File: src/verilog/tfsf_pkg.sv
// Purpose: constants and state types of the tdm frame sync flywheel
// Assumes: one 10 MHz system clock samples the slow line clocks
// Notes: edge select bits read 1 for rising, 0 for falling
package tfsf_pkg;
  // ---------------------------------------------------------------
  // frame formats and frame lengths
  // ---------------------------------------------------------------
  localparam logic [2:0] FMT_T1 = 3'h0;
  localparam logic [2:0] FMT_E1 = 3'h1;
  localparam logic [2:0] FMT_2E1 = 3'h2;
  localparam logic [2:0] FMT_4E1 = 3'h3;
  localparam logic [2:0] FMT_NX64 = 3'h4;
  localparam logic [10:0] LEN_T1 = 11'h0c1;
  localparam logic [10:0] LEN_E1 = 11'h100;
  localparam logic [10:0] LEN_2E1 = 11'h200;
  localparam logic [10:0] LEN_4E1 = 11'h400;
  localparam logic [2:0] TX_LEAD = 3'h4;
  localparam logic [1:0] OOF_EVENTS = 2'h2;
  // ---------------------------------------------------------------
  // edge select positions, synchroniser positions, codes
  // ---------------------------------------------------------------
  localparam int EDGE_RX_SYNC = 0;
  localparam int EDGE_TX_SYNC = 1;
  localparam int EDGE_RX_DATA = 2;
  localparam int EDGE_TX_DATA = 3;
  localparam int EDGE_OOF = 4;
  localparam logic [4:0] EDGE_RESET = 5'h00;
  localparam int IN_RX_CLK = 0;
  localparam int IN_TX_CLK = 1;
  localparam int IN_RX_SYNC = 2;
  localparam int IN_TX_SYNC = 3;
  localparam int IN_OOF = 4;
  localparam int IN_RX_DATA = 5;
  localparam logic [1:0] INT_RX_ALIGNMENT_CHANGE = 2'h0;
  localparam logic [1:0] INT_TX_ALIGNMENT_CHANGE = 2'h1;
  localparam logic [1:0] INT_OOF = 2'h2;
  localparam logic [1:0] INT_FRAME_RECOVERED = 2'h3;
  localparam logic STAT_ALIGNMENT_CHANGE = 1'h0;
  localparam logic STAT_OOF = 1'h1;

  typedef enum logic [1:0] {OOF_IDLE, OOF_LOST, OOF_RECOV} tfsf_oof_t;

  typedef struct packed {
    logic [9:0] pos;
    logic synced;
    logic samp;
    logic pend;
    logic [2:0] lead;
    logic alignment_change;
    logic [10:0] cnt;
  } tfsf_dir_t;

  typedef struct packed {
    logic [5:0] meta1;
    logic [5:0] meta2;
    logic [1:0] clk_d;
    logic [4:0] cfg;
    tfsf_dir_t rx;
    tfsf_dir_t tx;
    logic oof_samp;
    logic loss_of_frame;
    tfsf_oof_t oof_ph;
    logic [1:0] oof_evt;
    logic [3:0] pend_int;
    logic int_v;
    logic [1:0] int_code;
    logic tx_bit;
    logic tx_req;
    logic rx_bit;
    logic rx_valid;
    logic st_wr;
    logic st_code;
    logic advance;
    logic owner;
  } tfsf_state_t;
endpackage
File: src/verilog/tfsf_flywheel.sv
// Purpose: receive and transmit frame flywheels with alignment change and out-of-frame handling
// Assumes: line clocks far slower than i_clock; line clock, sync, out-of-frame and rx data pins pass two flip-flops
// Notes: descriptor writes leave as one-cycle pulses; message termination is held as a level
`timescale 1ns/10ps
// Operation
// - flywheel counts bit positions and wraps at the selected format's frame length
// - a sampled frame sync rise marks bit position zero
// - separate receive and transmit flywheels
// - once aligned, counting continues without further sync pulses
// - time slot index restarts each frame and follows the serviced slot
// - T1 wraps after 193 bits: framing bit plus 24 slots
// - E1 wraps after 256 bits, 32 slots
// - double E1 wraps after 512 bits, 64 slots
// - quad E1 wraps after 1024 bits, 128 slots
// - Nx64 frame length comes only from sync pulses
// - Nx64 transmit sync precedes bit zero by exactly 4 line clocks
// - sync and data sampling edges selectable separately per signal
// - unexpected sync or first sync while unaligned flags alignment change
// - alignment change flag lasts one frame and terminates active messages
// - receive termination writes status if enabled and advances descriptor in the same cycle
// - falling alignment change flag queues interrupt unless masked
// - sync rise during flag queues interrupt at once; no detection in Nx64
// - out-of-frame input sampled on every time slot bit
// - out-of-frame with abort terminates receive messages, else data keeps flowing
// - out-of-frame termination returns ownership and writes status if enabled
// - out-of-frame interrupt two frame sync events after assertion unless masked
// - recovery resumes at once; recovery interrupt two frame syncs later
// - after reset every signal uses the falling line clock edge
module tfsf_flywheel (
  input wire logic i_clock,
  input wire logic i_rst,
  input wire logic i_rx_line_clock,
  input wire logic i_tx_line_clock,
  input wire logic i_rx_frame_sync,
  input wire logic i_tx_frame_sync,
  input wire logic i_rx_out_of_frame_in,
  input wire logic i_rx_serial_data,
  input wire logic [2:0] i_port_frame_format,
  input wire logic [4:0] i_edge_sel,
  input wire logic i_cfg_load,
  input wire logic i_tx_bit,
  input wire logic i_oof_abort_enable,
  input wire logic i_status_write_enable,
  input wire logic i_alignment_change_int_mask,
  input wire logic i_oof_int_mask,
  input wire logic i_frame_recovered_int_mask,
  output logic o_tx_serial_data,
  output logic o_tx_bit_req,
  output logic o_rx_data,
  output logic o_rx_data_valid,
  output logic [9:0] o_rx_bit_pos,
  output logic [9:0] o_tx_bit_pos,
  output logic [6:0] o_rx_slot,
  output logic [6:0] o_tx_slot,
  output logic o_rx_synced,
  output logic o_tx_synced,
  output logic o_rx_alignment_change,
  output logic o_tx_alignment_change,
  output logic o_loss_of_frame,
  output logic o_rx_terminate,
  output logic o_tx_terminate,
  output logic o_status_write,
  output logic o_status_code,
  output logic o_desc_advance,
  output logic o_owner_return,
  output logic o_int_valid,
  output logic [1:0] o_int_code
);
  tfsf_pkg::tfsf_state_t st;
  tfsf_pkg::tfsf_state_t next_st;
  logic [10:0] len;
  logic nx;
  logic [5:0] rise;
  logic [5:0] fall;
  logic ev_rx_sync, ev_tx_sync, ev_rx_tick, ev_tx_tick, ev_oof;
  logic rx_eff, tx_eff, rx_alignment_change_set, tx_alignment_change_set, rx_drop, tx_drop;
  logic rx_early, tx_early, rx_fsync, tx_fsync, oof_eval;
  logic [3:0] int_set;
  logic [3:0] grant;

  // ---------------------------------------------------------------
  // one flywheel step, shared by both directions
  // ---------------------------------------------------------------
  function automatic tfsf_pkg::tfsf_dir_t step(
    input tfsf_pkg::tfsf_dir_t d,
    input logic sync_ev,
    input logic lvl,
    input logic tick,
    input logic [10:0] flen,
    input logic nx64,
    input logic is_tx,
    output logic eff,
    output logic alignment_change_set,
    output logic drop,
    output logic early,
    output logic fsync
  );
    tfsf_pkg::tfsf_dir_t n;
    logic [9:0] last;
    n = d;
    last = 10'(flen - 11'h001);
    alignment_change_set = 1'b0;
    drop = 1'b0;
    early = 1'b0;
    // a long sync pulse only counts once: the rise is what aligns
    if (sync_ev) begin
      n.samp = lvl;
      if (lvl && !d.samp) begin
        n.pend = 1'b1;
      end
    end
    eff = n.pend;
    if (tick) begin
      n.pend = 1'b0;
      if (eff && is_tx && nx64) begin
        n.lead = tfsf_pkg::TX_LEAD;
        n.pos = d.pos + 10'h001;
      end else if (eff) begin
        alignment_change_set = !nx64 && (!d.synced || d.pos != last);
        early = d.alignment_change && !nx64;
        n.synced = 1'b1;
        n.pos = 10'h000;
        n.lead = 3'h0;
      end else if (d.lead == 3'h1) begin
        n.lead = 3'h0;
        n.synced = 1'b1;
        n.pos = 10'h000;
      end else begin
        if (d.lead != 3'h0) begin
          n.lead = d.lead - 3'h1;
        end
        // Nx64 has no known length, so it only rolls at the counter's end
        n.pos = (!nx64 && d.pos == last) ? 10'h000 : d.pos + 10'h001;
      end
      if (alignment_change_set) begin
        n.alignment_change = 1'b1;
        n.cnt = 11'h000;
      end else if (d.alignment_change) begin
        if (d.cnt == flen - 11'h001) begin
          n.alignment_change = 1'b0;
          drop = !early;
        end else begin
          n.cnt = d.cnt + 11'h001;
        end
      end
    end
    fsync = tick && n.pos == 10'h000 && d.pos != 10'h000;
    return n;
  endfunction

  // ---------------------------------------------------------------
  // frame length from format
  // ---------------------------------------------------------------
  always_comb begin
    nx = 1'b0;
    unique case (i_port_frame_format)
      tfsf_pkg::FMT_T1: len = tfsf_pkg::LEN_T1;
      tfsf_pkg::FMT_E1: len = tfsf_pkg::LEN_E1;
      tfsf_pkg::FMT_2E1: len = tfsf_pkg::LEN_2E1;
      tfsf_pkg::FMT_4E1: len = tfsf_pkg::LEN_4E1;
      default: begin
        len = tfsf_pkg::LEN_4E1;
        nx = 1'b1;
      end
    endcase
  end

  // ---------------------------------------------------------------
  // edge detection on the synchronised line clocks
  // ---------------------------------------------------------------
  always_comb begin
    rise = {6{1'b0}};
    fall = {6{1'b0}};
    rise[1:0] = st.meta2[1:0] & ~st.clk_d;
    fall[1:0] = ~st.meta2[1:0] & st.clk_d;
    ev_rx_sync = st.cfg[tfsf_pkg::EDGE_RX_SYNC] ? rise[0] : fall[0];
    ev_tx_sync = st.cfg[tfsf_pkg::EDGE_TX_SYNC] ? rise[1] : fall[1];
    ev_rx_tick = st.cfg[tfsf_pkg::EDGE_RX_DATA] ? rise[0] : fall[0];
    ev_tx_tick = st.cfg[tfsf_pkg::EDGE_TX_DATA] ? rise[1] : fall[1];
    ev_oof = st.cfg[tfsf_pkg::EDGE_OOF] ? rise[0] : fall[0];
  end

  // ---------------------------------------------------------------
  // next state
  // ---------------------------------------------------------------
  always_comb begin
    next_st = st;
    int_set = 4'h0;
    grant = 4'h0;
    next_st.meta1 = {i_rx_serial_data, i_rx_out_of_frame_in, i_tx_frame_sync, i_rx_frame_sync,
                     i_tx_line_clock, i_rx_line_clock};
    next_st.meta2 = st.meta1;
    next_st.clk_d = st.meta2[1:0];
    if (i_cfg_load) begin
      next_st.cfg = i_edge_sel;
    end
    next_st.rx = step(st.rx, ev_rx_sync, st.meta2[tfsf_pkg::IN_RX_SYNC], ev_rx_tick, len, nx, 1'b0,
                      rx_eff, rx_alignment_change_set, rx_drop, rx_early, rx_fsync);
    next_st.tx = step(st.tx, ev_tx_sync, st.meta2[tfsf_pkg::IN_TX_SYNC], ev_tx_tick, len, nx, 1'b1,
                      tx_eff, tx_alignment_change_set, tx_drop, tx_early, tx_fsync);
    next_st.rx_valid = ev_rx_tick;
    next_st.tx_req = ev_tx_tick;
    if (ev_rx_tick) begin
      next_st.rx_bit = st.meta2[tfsf_pkg::IN_RX_DATA];
    end
    if (ev_tx_tick) begin
      next_st.tx_bit = i_tx_bit;
    end
    if (ev_oof) begin
      next_st.oof_samp = st.meta2[tfsf_pkg::IN_OOF];
    end
    // the T1 framing bit belongs to no slot, so out-of-frame is not looked at there
    oof_eval = ev_rx_tick && !(i_port_frame_format == tfsf_pkg::FMT_T1 && next_st.rx.pos == 10'h000);
    next_st.st_wr = 1'b0;
    next_st.advance = 1'b0;
    next_st.owner = 1'b0;
    if (rx_alignment_change_set) begin
      next_st.st_wr = i_status_write_enable;
      next_st.st_code = tfsf_pkg::STAT_ALIGNMENT_CHANGE;
      next_st.advance = 1'b1;
    end
    if (oof_eval && st.oof_samp != st.loss_of_frame) begin
      next_st.loss_of_frame = st.oof_samp;
      next_st.oof_ph = st.oof_samp ? tfsf_pkg::OOF_LOST : tfsf_pkg::OOF_RECOV;
      next_st.oof_evt = 2'h0;
      if (st.oof_samp && i_oof_abort_enable) begin
        next_st.st_wr = i_status_write_enable;
        next_st.st_code = tfsf_pkg::STAT_OOF;
        next_st.advance = 1'b1;
        next_st.owner = 1'b1;
      end
    end else if (rx_fsync && st.oof_ph != tfsf_pkg::OOF_IDLE) begin
      next_st.oof_evt = st.oof_evt + 2'h1;
      if (st.oof_evt + 2'h1 == tfsf_pkg::OOF_EVENTS) begin
        next_st.oof_ph = tfsf_pkg::OOF_IDLE;
        int_set[tfsf_pkg::INT_OOF] = st.oof_ph == tfsf_pkg::OOF_LOST && !i_oof_int_mask;
        int_set[tfsf_pkg::INT_FRAME_RECOVERED] = st.oof_ph == tfsf_pkg::OOF_RECOV && !i_frame_recovered_int_mask;
      end
    end
    int_set[tfsf_pkg::INT_RX_ALIGNMENT_CHANGE] = (rx_drop || rx_early) && !i_alignment_change_int_mask;
    int_set[tfsf_pkg::INT_TX_ALIGNMENT_CHANGE] = (tx_drop || tx_early) && !i_alignment_change_int_mask;
    // one descriptor per cycle, lowest code first; a new event beats the grant
    for (int i = 3; i >= 0; i--) begin
      if (st.pend_int[i]) begin
        grant = 4'h0;
        grant[i] = 1'b1;
      end
    end
    next_st.int_v = |grant;
    next_st.int_code = grant[3] ? 2'h3 : grant[2] ? 2'h2 : grant[1] ? 2'h1 : 2'h0;
    next_st.pend_int = (st.pend_int & ~grant) | int_set;
  end

  always_ff @(posedge i_clock or posedge i_rst) begin
    if (i_rst) begin
      st <= '0;
    end else begin
      st <= next_st;
    end
  end

  // ---------------------------------------------------------------
  // outputs
  // ---------------------------------------------------------------
  logic [9:0] rx_off;
  logic [9:0] tx_off;
  always_comb begin
    rx_off = st.rx.pos;
    tx_off = st.tx.pos;
    if (i_port_frame_format == tfsf_pkg::FMT_T1) begin
      rx_off = (st.rx.pos == 10'h000) ? 10'h000 : st.rx.pos - 10'h001;
      tx_off = (st.tx.pos == 10'h000) ? 10'h000 : st.tx.pos - 10'h001;
    end
  end
  assign o_rx_slot = rx_off[9:3];
  assign o_tx_slot = tx_off[9:3];
  assign o_rx_bit_pos = st.rx.pos;
  assign o_tx_bit_pos = st.tx.pos;
  assign o_rx_synced = st.rx.synced;
  assign o_tx_synced = st.tx.synced;
  assign o_rx_alignment_change = st.rx.alignment_change;
  assign o_tx_alignment_change = st.tx.alignment_change;
  assign o_loss_of_frame = st.loss_of_frame;
  assign o_rx_terminate = st.rx.alignment_change || (st.loss_of_frame && i_oof_abort_enable);
  assign o_tx_terminate = st.tx.alignment_change;
  assign o_tx_serial_data = st.tx_bit;
  assign o_tx_bit_req = st.tx_req;
  assign o_rx_data = st.rx_bit;
  assign o_rx_data_valid = st.rx_valid;
  assign o_status_write = st.st_wr;
  assign o_status_code = st.st_code;
  assign o_desc_advance = st.advance;
  assign o_owner_return = st.owner;
  assign o_int_valid = st.int_v;
  assign o_int_code = st.int_code;

  // ---------------------------------------------------------------
  // assertions
  // ---------------------------------------------------------------
  AST_SYNC_ZERO: assert property (@(posedge i_clock) disable iff (i_rst)
    (ev_rx_tick && rx_eff) |=> (st.rx.pos == 10'h000 && st.rx.synced))
    else $error("rx sync did not set position zero");
  AST_T1_WRAP: assert property (@(posedge i_clock) disable iff (i_rst)
    (ev_rx_tick && !rx_eff && i_port_frame_format == tfsf_pkg::FMT_T1 && st.rx.pos == 10'd192)
    |=> st.rx.pos == 10'h000)
    else $error("T1 frame did not wrap at 193");
  AST_E1_WRAP: assert property (@(posedge i_clock) disable iff (i_rst)
    (ev_rx_tick && !rx_eff && i_port_frame_format == tfsf_pkg::FMT_E1 && st.rx.pos == 10'd255)
    |=> st.rx.pos == 10'h000)
    else $error("E1 frame did not wrap at 256");
  AST_2E1_WRAP: assert property (@(posedge i_clock) disable iff (i_rst)
    (ev_tx_tick && !tx_eff && i_port_frame_format == tfsf_pkg::FMT_2E1 && st.tx.pos == 10'd511)
    |=> st.tx.pos == 10'h000)
    else $error("double E1 frame did not wrap at 512");
  AST_FREE_RUN: assert property (@(posedge i_clock) disable iff (i_rst)
    (st.rx.synced && ev_rx_tick && !rx_eff && st.rx.pos == 10'd9) |=> st.rx.pos == 10'd10)
    else $error("flywheel failed to advance");
  AST_NX_LEAD: assert property (@(posedge i_clock) disable iff (i_rst)
    (ev_tx_tick && tx_eff && nx) |=> st.tx.lead == tfsf_pkg::TX_LEAD)
    else $error("Nx64 transmit lead not loaded");
  AST_NX_BIT0: assert property (@(posedge i_clock) disable iff (i_rst)
    (ev_tx_tick && !tx_eff && st.tx.lead == 3'h1) |=> (st.tx.pos == 10'h000 && st.tx.synced))
    else $error("Nx64 transmit bit zero not at end of lead");
  AST_FIRST_ALIGNMENT_CHANGE: assert property (@(posedge i_clock) disable iff (i_rst)
    (ev_rx_tick && rx_eff && !st.rx.synced && !nx) |=> st.rx.alignment_change)
    else $error("first sync did not flag alignment change");
  AST_NX_NO_ALIGNMENT_CHANGE: assert property (@(posedge i_clock) disable iff (i_rst)
    nx |-> !rx_alignment_change_set && !tx_alignment_change_set)
    else $error("alignment change flagged in Nx64");
  AST_ALIGNMENT_CHANGE_INT: assert property (@(posedge i_clock) disable iff (i_rst)
    (rx_drop && !i_alignment_change_int_mask) |=> ##[0:4] (o_int_valid && o_int_code == tfsf_pkg::INT_RX_ALIGNMENT_CHANGE))
    else $error("alignment change interrupt missing");
  AST_OOF_ABORT: assert property (@(posedge i_clock) disable iff (i_rst)
    $rose(o_loss_of_frame) |-> (o_owner_return == $past(i_oof_abort_enable)))
    else $error("out-of-frame abort did not terminate");
  AST_OOF_STATUS: assert property (@(posedge i_clock) disable iff (i_rst)
    (o_owner_return) |-> (o_desc_advance && o_status_code == tfsf_pkg::STAT_OOF
    && o_status_write == $past(i_status_write_enable)))
    else $error("out-of-frame termination incomplete");
  COV_E1_WRAP: cover property (@(posedge i_clock) disable iff (i_rst)
    st.rx.synced && i_port_frame_format == tfsf_pkg::FMT_E1 && $fell(st.rx.pos[9]) == 1'b0
    && st.rx.pos == 10'h000 && $past(st.rx.pos) == 10'd255);
  COV_ALIGNMENT_CHANGE: cover property (@(posedge i_clock) disable iff (i_rst) rx_drop);
  COV_OOF_INT: cover property (@(posedge i_clock) disable iff (i_rst)
    o_int_valid && o_int_code == tfsf_pkg::INT_OOF);
  COV_FRAME_RECOVERED_INT: cover property (@(posedge i_clock) disable iff (i_rst)
    o_int_valid && o_int_code == tfsf_pkg::INT_FRAME_RECOVERED);
endmodule

File: config.mk
export PLATFORM = sky130hd
export DESIGN_NAME = tfsf_flywheel
export DESIGN_NICKNAME = d
export VERILOG_FILES = /design/src/verilog/tfsf_pkg.sv /design/src/verilog/tfsf_flywheel.sv
export SDC_FILE = /design/constraint.sdc
export NUM_CORES = 1
export LEC_CHECK = 0
export CORE_UTILIZATION = 64
export CTS_CLUSTER_SIZE = 14
export DETAILED_ROUTE_END_ITERATION = 16
export DONT_BUFFER_PORTS = 1
export PLACE_DENSITY = 0.8
export RECOVER_POWER = 50
export SYNTH_ARGS = -nofsm -noshare
export SYNTH_HDL_FRONTEND = slang
export SYNTH_SLANG_ARGS = --single-unit
File: constraint.sdc
create_clock -name i_clock -period 3.9 [get_ports i_clock]
set_clock_uncertainty 0.05 [all_clocks]
set_input_delay 0.78 -clock i_clock [delete_from_list [all_inputs] [get_ports i_clock]]
set_output_delay 0.78 -clock i_clock [all_outputs]
set_load 0.005 [all_outputs]
==> flow_metrics.py <==
metrics = {
    "status": {
        "status": "complete, but fails checks",
        "violations": "capacitance limit, slew limit",
    },
    "global_routing": {
        "grt_antenna_before_repair": 0,
        "grt_pass1_vias": 4300,
        "grt_max_degree": 45,
        "grt-ovfl-total": 0,
        "grt_pass1_wl_um": 21000,
        "grt_usage_pct": 29.9,
    },
    "sta": {
        "hold_viol": 0,
        "period_minus_slack_ns": 3.34,
        "fmax_ghz": 0.299,
        "tns_ns": 0,
        "rsz0062_at_grt": "false",
        "tightest_slew_ns": 1.84,
        "finalMaxSlewViolations": 45,
        "slew_headroom_pct": -23.5,
        "finalCritPeriodShare_pct": 85.7,
        "fin_ws_ns": 0.557,
        "setup_violations": 0,
    },
    "die": {
        "io_pins": 75,
        "start_util_pct": 65.6,
        "die_h_um": 96.3,
        "rows": 34,
        "coreArea_sq_um": 8680,
        "die_width_um": 96.3,
        "dieArea_sq_um": 9270,
    },
    "critical_path": {
        "crit_slowest_cell": "or4_4",
        "end_kind": "primary output",
        "cp_common_cell": "o21ai_0",
        "crit_required_ns": 3.07,
        "start_kind": "register",
        "cp.arrival_ns": 2.51,
        "cp_cell_sequence": "or4_4 -> nor3_1 -> and2_1 -> a21oi_1 -> o21ai_0 -> o21ai_0",
        "crit_fanout": 16,
        "cpPeakStageDelay_ns": 0.64,
        "critPathKind": "register to primary output",
    },
    "yosys": {
        "synthTopCellsByArea": "dfrtp_1 42%, nand2_1 4.4%, o21ai_0 3.5%, nor2_1 3.2%, buf_4 3.2%",
        "ys.warnings.count": 0,
        "synth_common_cells": "96 x dfrtp_1, 67 x nand2_1, 49 x nor2_1, 40 x o21ai_0, 29 x nand3_1",
        "synth_top_area_share_pct": 42.2,
        "syn_inst": 626,
        "ys_types": 73,
        "seq_area_frac_synth_pct": 42.2,
        "synthArstFlopShare_pct": 100,
        "avgSynthCellArea_sq_um": 9.09,
        "ys_ff_latch": 96,
        "synth_most_common_cell": "dfrtp_1",
        "synth_area_sq_um": 5690,
        "ys.flop_type": "dfrtp_1",
        "yosysTopAreaCell": "dfrtp_1",
        "synth_nets": 663,
        "synth_edf_count": 0,
    },
    "power_and_ir_drop": {
        "p_seq_share_pct": 48.6,
        "ir_drop_mv": 0.236,
        "power.leakage_uw": 0.00245,
        "p_per_area_nw_per_um2": 539,
        "p_comb_share_pct": 30.5,
        "internal-power_uw": 1830,
        "p_sw_uw": 1280,
        "p_clk_share_pct": 20.9,
        "sw_frac_of_total_pct": 41.2,
    },
    "clock_network": {
        "htreeDepth": 3,
        "path_clk_slew_ns": 0.10,
        "clock_path_buffers": 2,
        "cts_resized": 0,
        "clock_latency_ns": 0.37,
        "cts_sinks": 96,
        "numCtsBuffers": 9,
        "cts_tree": "done",
        "cts_root_buf": "clkbuf_8",
        "holdBufCountCts": 0,
        "cts_setup_buffers": 0,
    },
    "run": {
        "maxCapViolations": 1,
    },
    "hold_path": {
        "holdCritPathClass": "register to register",
    },
    "route": {
        "drc": 0,
        "vias": 4690,
        "ant_nets": 0,
        "drtIter0Drc": 297,
        "dr.pass1.iters": 6,
        "wl_per_cell_um": 18.6,
        "drt-total-wl_um": 13100,
        "via_per_inst": 6.65,
    },
    "cells_and_area": {
        "area_growth_pct": 1.41,
        "fin_nets": 629,
        "drive_gt1_share_pct": 7.54,
        "diodes": 0,
    },
    "placed_design": {
        "globalplace.congestion": 0.922,
        "io_buffers": 0,
        "pre_cts_slack_ns": 0.329,
        "dpl.hpwl_um": 9430,
    },
}
==> layout by cell type, fill, tap and decap left out, types with 6 or more instances in the layout <==
| cell type | netlist | layout |
|---|---|---|
| and3_1 | 9 | 9 |
| o31ai_1 | 7 | 7 |
| nor3_1 | 24 | 24 |
| nand3_1 | 29 | 29 |
| nor2b_1 | 6 | 6 |
| xnor2_1 | 18 | 18 |
| inv_1 | 26 | 25 |
| nand4_1 | 10 | 10 |
| buf_4 | 24 | 6 |
| nand2b_1 | 7 | 7 |
| a21oi_1 | 20 | 20 |
| mux2_2 | 6 | 6 |
| o21ai_0 | 40 | 40 |
| xor2_1 | 6 | 6 |
| nor4_1 | 11 | 11 |
| clkbuf_8 | 0 | 9 |
| a22o_1 | 6 | 6 |
| nand2_1 | 67 | 67 |
| or3_1 | 9 | 9 |
| dfrtp_1 | 96 | 96 |
| a21o_1 | 10 | 10 |
| nor3b_1 | 7 | 7 |
| nor2_1 | 49 | 49 |
| ha_1 | 14 | 14 |
==> critical path, delay by kind of cell (launching register included) <==
kind | cells | cell delay, ns
AND/OR/NAND/NOR | 3 | 1.22
flip-flops | 1 | 0.58
AO/OA/AOI/OAI | 3 | 0.35
==> layer usage <==
layer,GRT usage (%),part of all wire (%),up-vias
met2,50.5,49,222
met4,16.5,4.1,0
met5,0,0,-
met3,5.06,6.4,49
met1,36.3,41,2251
li1,-,-,2168
==> logic make-up after synthesis <==
kind of cell	after synthesis	share of synthesized area, %
AND/OR/NAND/NOR	266	24.6
AO/OA/AOI/OAI	132	16.0
flip-flops	96	42.2
buffers and inverters	80	7.10
XOR/XNOR	27	4.88
adder cells (fa/ha/maj)	14	3.08
multiplexers	11	2.07
==> per-stage QoR <==
step / cells / cell area (sq um) / hold WS, ns / util [%] / power, uW
global placement: 689 / 5590 / 0.285 / 64.4 / 2420
finish: 705 / 5770 / 0.307 / 66.5 / 3110
global route: 705 / 5770 / 0.314 / 66.5 / 3310
detailed placement: 689 / 5590 / 0.286 / 64.4 / 2470
floorplan: 626 / 5690 / 0.281 / - / 2270
CTS: 705 / 5780 / 0.276 / 66.6 / 3110
==> area by class of cell <==
| cell class | instances | area (sq um) |
|---|---|---|
| fillers | 706 | 2910 |
| multi-input cells | 450 | 2890 |
| flip-flops and latches | 96 | 2400 |
| well taps | 108 | 135 |
| clock buffers | 9 | 124 |
| inverters | 27 | 103 |
| clock inverters | 7 | 68.8 |
| repair buffers | 8 | 53.8 |
==> power groups by stage <==
| stage | Combinational (uW) | Clock [uW] | Sequential [uW] |
|---|---|---|---|
| final | 950 | 650 | 1510 |
| after global routing | 1070 | 694 | 1550 |
| after CTS | 948 | 660 | 1500 |
| after detailed placement | 946 | 0 | 1520 |
| after global placement | 905 | 0 | 1510 |
| after floorplan | 908 | 0 | 1360 |
==> final timing paths <==
check,slack (ns),startpoint,to,cells after the start
max in group asynchronous,1.46,i_rst,st[64]$_DFF_PP0_,2
worst min-delay path,0.31,next_st[85]$_DFF_PP0_,next_st[83]$_DFF_PP0_,0
min in group asynchronous,0.69,i_rst,st[78]$_DFFE_PP0P_,1
worst max-delay path,0.56,o_rx_bit_pos[3]$_DFF_PP0_,o_rx_slot[2],6
worst min register to register,0.31,next_st[85]$_DFF_PP0_,next_st[83]$_DFF_PP0_,0
worst max register to register,0.64,o_rx_bit_pos[1]$_DFF_PP0_,o_loss_of_frame$_DFFE_PP0N_,8
==> flip-flops by register name (all words and copies together) (netlist names), 2 cells and up <==
signal,cells
o_tx_bit_pos,10
o_int_code,2
st,52
next_st,8
o_rx_bit_pos,10
Power figures use the tool's default switching activity.
